$ cat src/logic/clock_gear_map.vh
`ifndef CLOCK_GEAR_MAP_VH
`define CLOCK_GEAR_MAP_VH
// Register indices; byte address is four times the index
`define IDX_SYSCTL_A     10'h0E0
`define IDX_SYSCTL_B     10'h0E1
`define IDX_SYSCTL_C     10'h0E2
`define IDX_NOISE_A      10'h0E3
`define IDX_NOISE_B      10'h0E4
`define IDX_IDLE_RUN     10'h0E5
// Field positions
`define A_WARM_BIT       2
`define C_WARM_HI        5
`define C_WARM_LO        4
`define C_HALT_HI        3
`define C_HALT_LO        2
`define C_DRIVE_BIT      0
`define NA_PROT_BIT      7
`define NA_EXT_BIT       2
// Reset values, fixed read values and unprotect key
`define RST_PRESC        2'h0
`define RST_GEAR         3'h4
`define RST_WARM         2'h2
`define RST_HALT         2'h3
`define RST_IDLE_RUN     5'h00
`define FIX_SYSCTL_A     8'hA0
`define FIX_NOISE_A      8'h23
`define UNPROTECT_KEY    8'h1F
// Halt kinds
`define HALT_STOP        2'h1
`define HALT_OSC_IDLE    2'h2
`define HALT_PERIPH_IDLE 2'h3
// Prescaler source
`define PRESC_FIXED      2'h2
// Timing counts in input clock cycles and gear ticks
`define WARM_SHORT       17'd256
`define WARM_MID         16384
`define WARM_LONG        65536
`define ENTER_TICKS      3'd5
`endif

$ cat src/logic/clock_gear_standby_controller.v
// Notes on behaviour
// Gear clock is input clock divided by 1, 2, 4, 8 or 16 per divide select.
// Reset gear select is 100, giving system clock of input clock over 32.
// Gear 000 gives system clock input/2; gear 001 gives input/4.
// A new gear ratio takes effect only after the warm-up time elapses.
// Software issues a dummy write after changing the gear select.
// Prescaler base A is gear clock/2 or input/16/2 per source select.
// Prescaler base B is gear clock/4 or input/16/4, same source select.
// Source 00 picks gear path, 10 the fixed path; 01 and 11 reserved.
// External clock single-drive bit resets to 0, resonator drive.
// Software never sets single-drive while a resonator is fitted.
// While protection is on, writes to protected registers are blocked.
// Read-only protect flag shows 0 when off and 1 when on.
// Halt request enters mode by halt kind: 10 oscillator idle, 01 stop.
// Peripheral idle halts CPU; each peripheral runs if its enable is set.
// In both idle modes pins hold state and interrupt logic stays active.
// Oscillator idle stops system clock; oscillator and RTC keep running.
// Stop halts everything incl. oscillator; pin drive follows drive bit.
// Leaving stop, system clock restarts after selected warm-up count.
// Warm-up is a counter on the input clock of selected length.
// Interrupt at or above mask, or non-maskable, wakes and is serviced.
// Below mask no wake, except external wake inputs: wake, no service.
// Oscillator idle and stop wake only on non-maskable or external inputs.
// Stop ended by interrupt releases halt only after warm-up time.
// Wake during 5-tick entry is held; a later interrupt wakes, both served.
// Wake inputs sampled asynchronously; restart synchronous to clock.
// Reset ends any halt and restores all settings; wake keeps them.
// Reset ending stop must allow 3 ms for the oscillator to settle.
// A level-mode external wake must hold until servicing begins.
`timescale 1ns/1ps
`include "clock_gear_map.vh"

module clock_gear_standby_controller #(
   parameter WARM_MID_CYC  = `WARM_MID,
   parameter WARM_LONG_CYC = `WARM_LONG
) (
   // Clock and reset
   input  wire        pclk,
   input  wire        presetn,
   // APB slave
   input  wire        psel,
   input  wire        penable,
   input  wire        pwrite,
   input  wire [11:0] paddr,
   input  wire [31:0] pwdata,
   output wire        pready,
   output wire [31:0] prdata,
   output wire        pslverr,
   // CPU side
   input  wire        halt_req,
   input  wire [2:0]  interrupt_mask_level,
   input  wire        periph_irq,
   input  wire [2:0]  periph_irq_level,
   input  wire [2:0]  ext_irq_level,
   output reg         wake_service,
   output reg         wake_resume,
   output reg         cpu_halted,
   // Wake pins
   input  wire        nmi_pin,
   input  wire [4:0]  external_wake_interrupts,
   // Clock enables
   output reg         gear_clock,
   output reg         sys_clk_en,
   output reg         prescaler_base_a,
   output reg         prescaler_base_b,
   // Oscillator and pins
   output reg         osc_run,
   output reg         external_clock_single_drive,
   output reg         pin_hold,
   output reg         stop_pin_drive_enable,
   // Peripheral run enables
   output reg         timer_pair0_run,
   output reg         timer16_run,
   output reg         serial_run,
   output reg         converter_run,
   output reg         watchdog_run
);

   localparam ST_RUN   = 2'd0;
   localparam ST_ENTER = 2'd1;
   localparam ST_HALT  = 2'd2;
   localparam ST_WARM  = 2'd3;

   reg  [1:0]  prescaler_source_select_r;
   reg  [2:0]  clock_divide_select_r;
   reg  [2:0]  gear_pend_r;
   reg         gear_pend_v_r;
   reg  [1:0]  warmup_length_select_r;
   reg  [1:0]  halt_kind_select_r;
   reg         protect_r;
   reg  [4:0]  idle_run_r;
   reg  [16:0] wu_cnt_r;
   reg         wu_busy_r;
   reg  [4:0]  div_r;
   reg  [1:0]  gph_r;
   reg  [1:0]  fph_r;
   reg         sph_r;
   reg  [1:0]  st_r;
   reg  [1:0]  mode_r;
   reg  [2:0]  ent_cnt_r;
   reg         hold_r;
   reg         svc_r;
   reg  [5:0]  sync1_r;
   reg  [5:0]  sync2_r;
   reg  [7:0]  rdata_r;

   wire [9:0]  idx;
   wire        wr;
   wire        mapped;
   wire        wr_ok;
   wire        gear_tick;
   wire        fix_tick;
   wire        run_clk;
   wire        nmi_s;
   wire        ext_s;
   wire        per_ok;
   wire        ext_svc;
   wire        wake;
   wire        svc;
   wire        wu_start_sw;
   wire        wu_done;

   function [4:0] gear_mask;
      input [2:0] sel;
      begin
         case (sel)
            3'h0:    gear_mask = 5'h00;
            3'h1:    gear_mask = 5'h01;
            3'h2:    gear_mask = 5'h03;
            3'h3:    gear_mask = 5'h07;
            default: gear_mask = 5'h0F;
         endcase
      end
   endfunction

   function [16:0] warm_len;
      input [1:0] sel;
      begin
         case (sel)
            2'h2:    warm_len = WARM_MID_CYC[16:0];
            2'h3:    warm_len = WARM_LONG_CYC[16:0];
            default: warm_len = `WARM_SHORT;
         endcase
      end
   endfunction

   assign idx     = paddr[11:2];
   assign wr      = psel & penable & pwrite;
   assign mapped  = (idx >= `IDX_SYSCTL_A) && (idx <= `IDX_IDLE_RUN);
   assign wr_ok   = wr & (~protect_r | (idx == `IDX_NOISE_B));
   assign pready  = 1'b1;
   assign pslverr = psel & penable & ~mapped;
   assign prdata  = {24'h000000, rdata_r};

   // Gear path only ticks while the oscillator and gear run
   assign run_clk   = osc_run & ~(st_r == ST_WARM);
   assign gear_tick = run_clk & ((div_r & gear_mask(clock_divide_select_r))
                      == gear_mask(clock_divide_select_r));
   assign fix_tick  = run_clk & (div_r[3:0] == 4'hF);

   assign nmi_s   = sync2_r[5];
   assign ext_s   = |sync2_r[4:0];
   assign per_ok  = periph_irq & (periph_irq_level >= interrupt_mask_level);
   assign ext_svc = ext_s & (ext_irq_level >= interrupt_mask_level);
   // Only pins wake the deeper modes; held events alone do not
   assign wake = nmi_s | ext_s | ((mode_r == `HALT_PERIPH_IDLE) & per_ok);
   assign svc  = nmi_s | ext_svc | hold_r
                 | ((mode_r == `HALT_PERIPH_IDLE) & per_ok);
   assign wu_start_sw = wr_ok & (idx == `IDX_SYSCTL_A) & pwdata[`A_WARM_BIT];
   assign wu_done = wu_busy_r & (wu_cnt_r == 17'd1);

   // Pin synchroniser
   always @(posedge pclk or negedge presetn) begin
      if (!presetn) begin
         sync1_r <= 6'h00;
         sync2_r <= 6'h00;
      end else begin
         sync1_r <= {nmi_pin, external_wake_interrupts};
         sync2_r <= sync1_r;
      end
   end

   // Register file
   always @(posedge pclk or negedge presetn) begin
      if (!presetn) begin
         prescaler_source_select_r   <= `RST_PRESC;
         clock_divide_select_r       <= `RST_GEAR;
         gear_pend_r                 <= `RST_GEAR;
         gear_pend_v_r               <= 1'b0;
         warmup_length_select_r      <= `RST_WARM;
         halt_kind_select_r          <= `RST_HALT;
         stop_pin_drive_enable       <= 1'b0;
         external_clock_single_drive <= 1'b0;
         protect_r                   <= 1'b0;
         idle_run_r                  <= `RST_IDLE_RUN;
      end else begin
         if (gear_pend_v_r && wu_done) begin
            clock_divide_select_r <= gear_pend_r;
            gear_pend_v_r         <= 1'b0;
         end
         if (wr_ok) begin
            case (idx)
               `IDX_SYSCTL_A: prescaler_source_select_r <= pwdata[1:0];
               `IDX_SYSCTL_B: begin
                  gear_pend_r   <= pwdata[2:0];
                  gear_pend_v_r <= 1'b1;
               end
               `IDX_SYSCTL_C: begin
                  warmup_length_select_r <= pwdata[`C_WARM_HI:`C_WARM_LO];
                  halt_kind_select_r     <= pwdata[`C_HALT_HI:`C_HALT_LO];
                  stop_pin_drive_enable  <= pwdata[`C_DRIVE_BIT];
               end
               `IDX_NOISE_A: external_clock_single_drive <= pwdata[`NA_EXT_BIT];
               `IDX_NOISE_B: protect_r <= (pwdata[7:0] != `UNPROTECT_KEY);
               `IDX_IDLE_RUN: idle_run_r <= pwdata[4:0];
               default: ;
            endcase
         end
      end
   end

   // Read mux
   always @(posedge pclk or negedge presetn) begin
      if (!presetn) begin
         rdata_r <= 8'h00;
      end else if (psel && !penable && !pwrite) begin
         case (idx)
            `IDX_SYSCTL_A: rdata_r <= `FIX_SYSCTL_A | {5'h00, wu_busy_r, prescaler_source_select_r};
            `IDX_SYSCTL_B: rdata_r <= {5'h00, clock_divide_select_r};
            `IDX_SYSCTL_C: rdata_r <= {2'h0, warmup_length_select_r, halt_kind_select_r,
                                       1'b0, stop_pin_drive_enable};
            `IDX_NOISE_A:  rdata_r <= `FIX_NOISE_A | {protect_r, 4'h0, external_clock_single_drive, 2'h0};
            `IDX_IDLE_RUN: rdata_r <= {3'h0, idle_run_r};
            default:       rdata_r <= 8'h00;
         endcase
      end
   end

   // Warm-up counter on the input clock
   always @(posedge pclk or negedge presetn) begin
      if (!presetn) begin
         wu_cnt_r  <= 17'd0;
         wu_busy_r <= 1'b0;
      end else if ((st_r == ST_HALT && wake && mode_r == `HALT_STOP) || wu_start_sw
                   || (wr_ok && idx == `IDX_SYSCTL_B)) begin
         wu_cnt_r  <= warm_len(warmup_length_select_r);
         wu_busy_r <= 1'b1;
      end else if (wu_busy_r) begin
         wu_cnt_r  <= wu_cnt_r - 17'd1;
         wu_busy_r <= ~wu_done;
      end
   end

   // Dividers
   always @(posedge pclk or negedge presetn) begin
      if (!presetn) begin
         div_r <= 5'h00;
         gph_r <= 2'h0;
         fph_r <= 2'h0;
         sph_r <= 1'b0;
      end else begin
         if (run_clk)
            div_r <= div_r + 5'h01;
         if (gear_tick)
            gph_r <= gph_r + 2'h1;
         if (fix_tick)
            fph_r <= fph_r + 2'h1;
         if (gear_tick)
            sph_r <= ~sph_r;
      end
   end

   // Clock enable outputs
   always @(posedge pclk or negedge presetn) begin
      if (!presetn) begin
         gear_clock       <= 1'b0;
         sys_clk_en       <= 1'b0;
         prescaler_base_a <= 1'b0;
         prescaler_base_b <= 1'b0;
      end else begin
         gear_clock <= gear_tick;
         // System clock is half the gear clock; stopped in the deep modes
         sys_clk_en <= gear_tick & sph_r & ~((st_r == ST_HALT) &&
                       (mode_r != `HALT_PERIPH_IDLE));
         if (prescaler_source_select_r == `PRESC_FIXED) begin
            prescaler_base_a <= fix_tick & fph_r[0];
            prescaler_base_b <= fix_tick & (fph_r == 2'h3);
         end else begin
            // Reserved codes fall back to the gear path
            prescaler_base_a <= gear_tick & gph_r[0];
            prescaler_base_b <= gear_tick & (gph_r == 2'h3);
         end
      end
   end

   // Halt state machine
   always @(posedge pclk or negedge presetn) begin
      if (!presetn) begin
         st_r         <= ST_RUN;
         mode_r       <= `RST_HALT;
         ent_cnt_r    <= 3'd0;
         hold_r       <= 1'b0;
         svc_r        <= 1'b0;
         wake_service <= 1'b0;
         wake_resume  <= 1'b0;
      end else begin
         wake_service <= 1'b0;
         wake_resume  <= 1'b0;
         case (st_r)
            ST_RUN: begin
               if (halt_req) begin
                  mode_r    <= halt_kind_select_r;
                  ent_cnt_r <= 3'd0;
                  // Peripheral idle has no entry window
                  st_r <= (halt_kind_select_r == `HALT_PERIPH_IDLE) ? ST_HALT : ST_ENTER;
               end
            end
            ST_ENTER: begin
               if (nmi_s | ext_s)
                  hold_r <= 1'b1;
               if (gear_tick) begin
                  ent_cnt_r <= ent_cnt_r + 3'd1;
                  if (ent_cnt_r == `ENTER_TICKS - 3'd1)
                     st_r <= ST_HALT;
               end
            end
            ST_HALT: begin
               if (wake) begin
                  hold_r <= 1'b0;
                  if (mode_r == `HALT_STOP) begin
                     svc_r <= svc;
                     st_r  <= ST_WARM;
                  end else begin
                     wake_service <= svc;
                     wake_resume  <= ~svc;
                     st_r         <= ST_RUN;
                  end
               end
            end
            ST_WARM: begin
               if (wu_done) begin
                  wake_service <= svc_r;
                  wake_resume  <= ~svc_r;
                  st_r         <= ST_RUN;
               end
            end
            default: st_r <= ST_RUN;
         endcase
      end
   end

   // Halt side effects on oscillator, pins and peripherals
   always @(posedge pclk or negedge presetn) begin
      if (!presetn) begin
         osc_run         <= 1'b1;
         cpu_halted      <= 1'b0;
         pin_hold        <= 1'b0;
         timer_pair0_run <= 1'b1;
         timer16_run     <= 1'b1;
         serial_run      <= 1'b1;
         converter_run   <= 1'b1;
         watchdog_run    <= 1'b1;
      end else begin
         // Oscillator off only while fully stopped
         osc_run    <= ~((st_r == ST_HALT) && (mode_r == `HALT_STOP)) | wake;
         cpu_halted <= (st_r != ST_RUN);
         pin_hold   <= (st_r == ST_HALT) && (mode_r != `HALT_STOP);
         if (st_r != ST_HALT && st_r != ST_WARM) begin
            {watchdog_run, converter_run, serial_run, timer16_run, timer_pair0_run} <= 5'h1F;
         end else if (mode_r == `HALT_PERIPH_IDLE) begin
            {watchdog_run, converter_run, serial_run, timer16_run, timer_pair0_run} <= idle_run_r;
         end else begin
            {watchdog_run, converter_run, serial_run, timer16_run, timer_pair0_run} <= 5'h00;
         end
      end
   end

endmodule // clock_gear_standby_controller

$ cat config.mk
export PLATFORM = sky130hd
export DESIGN_NAME = clock_gear_standby_controller
export DESIGN_NICKNAME = d
export VERILOG_FILES = /design/src/logic/clock_gear_standby_controller.v
export VERILOG_INCLUDE_DIRS = /design/src /design/src/logic
export SDC_FILE = /design/constraint.sdc
export NUM_CORES = 1
export LEC_CHECK = 0
export BUFFER_PORTS_ARGS = -buffer_cell sky130_fd_sc_hd__buf_2
export CELL_PAD_IN_SITES_DETAIL_PLACEMENT = 1
export CELL_PAD_IN_SITES_GLOBAL_PLACEMENT = 2
export CORE_ASPECT_RATIO = 2
export CORE_MARGIN = 2
export CORE_UTILIZATION = 30
export CTS_CLUSTER_DIAMETER = 200
export CTS_CLUSTER_SIZE = 28
export DETAILED_ROUTE_END_ITERATION = 6
export GPL_ROUTABILITY_DRIVEN = 0
export GPL_TIMING_DRIVEN = 0
export PLACE_DENSITY = 0.86
export SYNTH_ARGS = -nofsm -noshare
export SYNTH_HDL_FRONTEND = slang
export SYNTH_SLANG_ARGS = --single-unit
$ cat constraint.sdc
create_clock -name pclk -period 5.37 [get_ports pclk]
set_clock_uncertainty 0.2 [all_clocks]
set_input_delay 0.2685 -clock pclk [delete_from_list [all_inputs] [get_ports pclk]]
set_output_delay 0.2685 -clock pclk [all_outputs]
set_load 0.005 [all_outputs]
After elaboration in Yosys (flattened, before gate mapping)
Index checks and enable logic that the tools add are counted.
Storage, ports and cells
  input bits: 66
  output and inout port bits: 50
  logic and storage cells: 195
  register bits after elaboration: 92
Cells by class
  $add $sub $neg: 5
  eq/ne operators: 35
  multiplexer cells: 44
  reductions and logical operators: 33
  bitwise gates (word level): 36
  $lt $le $gt $ge: 4
Operators with widths (count)
  $eq 10x8->1 const B: 6
  $pmux 8 s5: 1
  $mux 17: 2
  $pmux 17 s2: 1
  $mux 1: 25
  $and 1x1->1: 19
  $eq 2x2->1 const B: 9
  $ne 2x2->1 const B: 9
  $eq 17x1->1 const B: 1
  $sub 17x1->17 const B: 1
  $pmux 4 s4: 1
  $mux 2: 7
  $reduce_and 2->1: 7
  $logic_and 1x1->1: 11
  $ge 10x8->1 const B: 1
  $le 10x8->1 const B: 1
  $not 1->1: 9
  $reduce_and 3->1: 3
  $ne 8x5->1 const B: 1
  $pmux 2 s4: 1
  $reduce_bool 2->1: 4
  $or 1x1->1: 7
  $eq 3x2->1 const B: 2
  $ge 3x3->1: 2
  other kinds (19): 26

Logic depth before layout (Yosys ltp)
  word-level depth: 9
  depth in mapped cells: 9
  mapped depth without buffers: 8

Least setup slack after synthesis
Ideal clock, no wire load.
  path kind: reg2reg
  from: register wu_cnt_r[8]
  to: register clock_divide_select_r[0]
  clock period less this slack: 2264 ps
  data arrival time: 1936 ps
  library setup time: 128 ps
  buffers on the path: 0
  required time: 5042 ps
  path slack: 3106 ps
  stages on the path, launching flop included: 6
  path through: dfrtp_1 -> or4_4 -> or3_4 -> nor2b_1 -> nand4_1 -> mux2_1
Between the ends
  longest elaborated chain between the ends: 3
Ends and longest elaborated chain
  from (decl): line clock_gear_standby_controller.v:92  | reg [16:0] wu_cnt_r;
  from (signal assigned): line clock_gear_standby_controller.v:246  | wu_cnt_r <= warm_len(warmup_length_select_r);
  from (signal assigned): line clock_gear_standby_controller.v:249  | wu_cnt_r <= wu_cnt_r - 17'd1;
  $eq 17x1->1: line clock_gear_standby_controller.v:170  | assign wu_done = wu_busy_r & (wu_cnt_r == 17'd1);
  $and 1x1->1: line clock_gear_standby_controller.v:170
  $logic_and 1x1->1: line clock_gear_standby_controller.v:197  | if (gear_pend_v_r && wu_done) begin
  to (signal assigned): line clock_gear_standby_controller.v:187  | clock_divide_select_r <= `RST_GEAR;
  to (signal assigned): line clock_gear_standby_controller.v:198  | clock_divide_select_r <= gear_pend_r;
  to (decl): line clock_gear_standby_controller.v:85  | reg [2:0] clock_divide_select_r;
No other way between the ends.
A chain may end at the register's enable or synchronous reset.

Final worst setup path
  from: register wu_cnt_r[5]
  to: register clock_divide_select_r[0]
Same word-level chain as after synthesis.

==> results.sh <==
export IMPL_worstHoldPathType="primary input to register"
export IMPL_final_antenna_net_count=0
export IMPL_endpoint_kind="register"
export IMPL_drc=0
export IMPL_power_switching_share=0.3130
export IMPL_final_hold_violation_count=0
export IMPL_seq_area_frac_synth=0.5211
export IMPL_io_buffers=62
export IMPL_die_area_mm2=0.01555
export IMPL_grt_pass1_vias=3750
export IMPL_internal_power_mw=1.346
export IMPL_drt_iter0_markers=92
export IMPL_netlist_instances=415
export IMPL_postCtsSetupBuffers=0
export IMPL_p_per_area_mw_per_mm2=363.3
export IMPL_crit_fanout=5
export IMPL_mostFrequentLayoutCells="dfrtp_1, buf_2, nand2_1"
export IMPL_ys_warn_count=0
export IMPL_cts_hold_buffers=8
export IMPL_synth_edff_count=0
export IMPL_ys_seq_elements=90
export IMPL_clkTransAtPathRegs_ns=0.07
export IMPL_clock_path_buffers=2
export IMPL_combPwrFrac=0.226
export IMPL_worstMarginPinSlew_ns=0.6354
export IMPL_nets=600
export IMPL_cp_start_kind="register"
export IMPL_p_clk_frac=0.307
export IMPL_max_freq_mhz=409.4
export IMPL_cp_arrival_ns=2.46
export IMPL_ys_flop_type="dfrtp_1"
export IMPL_fin_setup_tns_ns=0
export IMPL_maxSlewHeadroom=0.5764
export IMPL_antenna_found_initial=0
export IMPL_numCtsBuffers=9
export IMPL_path_class="register to register"
export IMPL_htree_levels=3
export IMPL_grt_usage=0.1542
export IMPL_num_vias=3349
export IMPL_power_switching_uw=613.2
export IMPL_row_count=62
export IMPL_hpwl_um=8607
export IMPL_outcome="completed"
export IMPL_dr_pass1_iters=4
export IMPL_nFillCells=1683
export IMPL_synthTopCellsByArea="dfrtp_1, dfstp_2, mux2_2"
export IMPL_ios=116
export IMPL_crit_required_ns=5.39
export IMPL_diodes=0
export IMPL_wire_per_inst_um=15.72
export IMPL_cts_tree="built"
export IMPL_rsz0062_at_grt="no"
export IMPL_async_flop_share=1.000
export IMPL_post_route_min_period_ns=2.443
export IMPL_vias_per_cell=4.664
export IMPL_avgSynthCellArea_um2=10.49
export IMPL_cts_resized_gates=0
export IMPL_seqPwrFrac=0.467
export IMPL_slew_viol_final=0
export IMPL_cts_sinks=90
export IMPL_syn_to_final_growth_pct=23.89
export IMPL_period_share=0.4549
export IMPL_p_total_mw=1.959
export IMPL_grt_overflow_total=0
export IMPL_grt_pass1_wl_um=18410
export IMPL_start_util=0.3050
export IMPL_routed_wl_um=11290
export IMPL_ir_drop_mv=0.1432
export IMPL_clkLatencyLatePin_ns=0.34
export IMPL_yosysTopAreaCell="dfrtp_1"
export IMPL_cap_viol_max_count=0
export IMPL_syn_area_mm2=0.004353
export IMPL_drive_gt1_frac=0.2909
export IMPL_synth_top_cell_area_share=0.4427
export IMPL_power_leakage_nw=2.575
export IMPL_layout_commonest_cell="dfrtp_1"
export IMPL_grt_max_degree=48
export IMPL_coreArea_mm2=0.01427
export IMPL_fp_dieW_um=89.18
export IMPL_yosys_cell_types_count=57
export IMPL_die_h_um=174.4
export IMPL_cts_root_buf="clkbuf_16"
export IMPL_setup_viol=0
## stage by stage
step	worst slack, ns	hold slack (ns)	utilization	instances	area [µm²]
floorplan	3.106	-0.2271	-	439	4443
finish	2.927	0.02388	0.3778	718	5393
global route	2.837	0.02122	0.3778	718	5393
CTS	2.905	0.01396	0.3778	718	5393
global placement	2.832	0.1334	0.3498	693	4994
detailed placement	2.749	0.1301	0.3519	694	5024
## synthesized netlist by cell type (3+ instances only)
master    instances
dfrtp_1          77
nand2_1          52
nor2_1           38
buf_4            26
mux2_2           21
xnor2_1          17
o21ai_0          15
inv_1            14
dfstp_2          13
ha_1             13
a21oi_1          11
nor3_1           10
clkbuf_1          9
nand4_1           8
nand3_1           7
nor2b_1           6
a22oi_1           4
and3_1            4
nand2b_1          4
nor4_1            4
xor2_1            4
mux2_1            3
mux2i_1           3
nand3b_1          3
nor4_2            3
o211ai_1          3
o21ai_1           3
## kinds of logic after synthesis
group | count (synthesis) | synth area share
buf+inv | 52 | 0.06783
compound gates | 52 | 0.07588
mux | 27 | 0.06899
other cells | 2 | 0.001725
xor+xnor | 21 | 0.04225
simple gates | 158 | 0.1848
flops | 90 | 0.5211
fa+ha+maj | 13 | 0.03737
## per-layer routing
layer,vias to the layer above,track usage,part of all wire
li1,1573,-,-
met1,1652,0.1540,0.34
met2,97,0.2892,0.58
met3,27,0.02802,0.045
met4,0,0.07525,0.036
met5,-,0,0
## area by class of cell
| cell class | count | area, µm² | share of cell area |
|---|---|---|---|
| clock inverters | 6 | 50.05 | 0.009281 |
| plain buffers | 37 | 239.0 | 0.04432 |
| clock buffers | 10 | 239.0 | 0.04432 |
| repair buffers | 71 | 420.4 | 0.07796 |
| multi-input cells | 297 | 1879 | 0.3485 |
| flip-flops and latches | 90 | 2268 | 0.4207 |
| inverters | 15 | 56.30 | 0.01044 |
| well taps | 192 | 240.2 | 0.04455 |
## state kept, by name, indices dropped and copies added (netlist names), 3 cells and up
| register | cells |
|---|---|
| wu_cnt_r | 17 |
| rdata_r | 7 |
| sync1_r | 6 |
| sync2_r | 6 |
| idle_run_r | 5 |
| div_r | 4 |
| clock_divide_select_r | 3 |
| ent_cnt_r | 3 |
| gear_pend_r | 3 |
## critical path, stage by stage, from the launching register on
cell and delay [ns]:
dfrtp_1 0.43, or4_4 0.52, or3_4 0.43, nor2b_1 0.14
nand4_1 0.20, mux2_1 0.39
## final timing paths
check | start | to | slack, ns | cells after the start
worst max-delay path | wu_cnt_r[5] | clock_divide_select_r[0] | 2.93 | 5
worst min-delay path | pwdata[3] | halt_kind_select_r[1] | 0.02 | 2
worst max register to register | wu_cnt_r[5] | clock_divide_select_r[0] | 2.93 | 5
worst min register to register | sync1_r[5] | sync2_r[5] | 0.15 | 0
max in group asynchronous | presetn | gear_pend_r[2] | 3.97 | 3
min in group asynchronous | presetn | sync1_r[0] | 0.29 | 2
## power groups by stage
| stage | Clock [mW] | Sequential, mW | Combinational, mW |
|---|---|---|---|
| 6_report | 0.601 | 0.916 | 0.443 |
| 5_1_grt | 0.640 | 0.934 | 0.507 |
| 4_1_cts | 0.616 | 0.917 | 0.453 |
| 3_5_place_dp | 0 | 0.928 | 0.439 |
| 3_3_place_gp | 0 | 0.915 | 0.406 |
| 2_1_floorplan | 0 | 0.904 | 0.283 |
No activity file was read; power rests on OpenSTA's default activity.
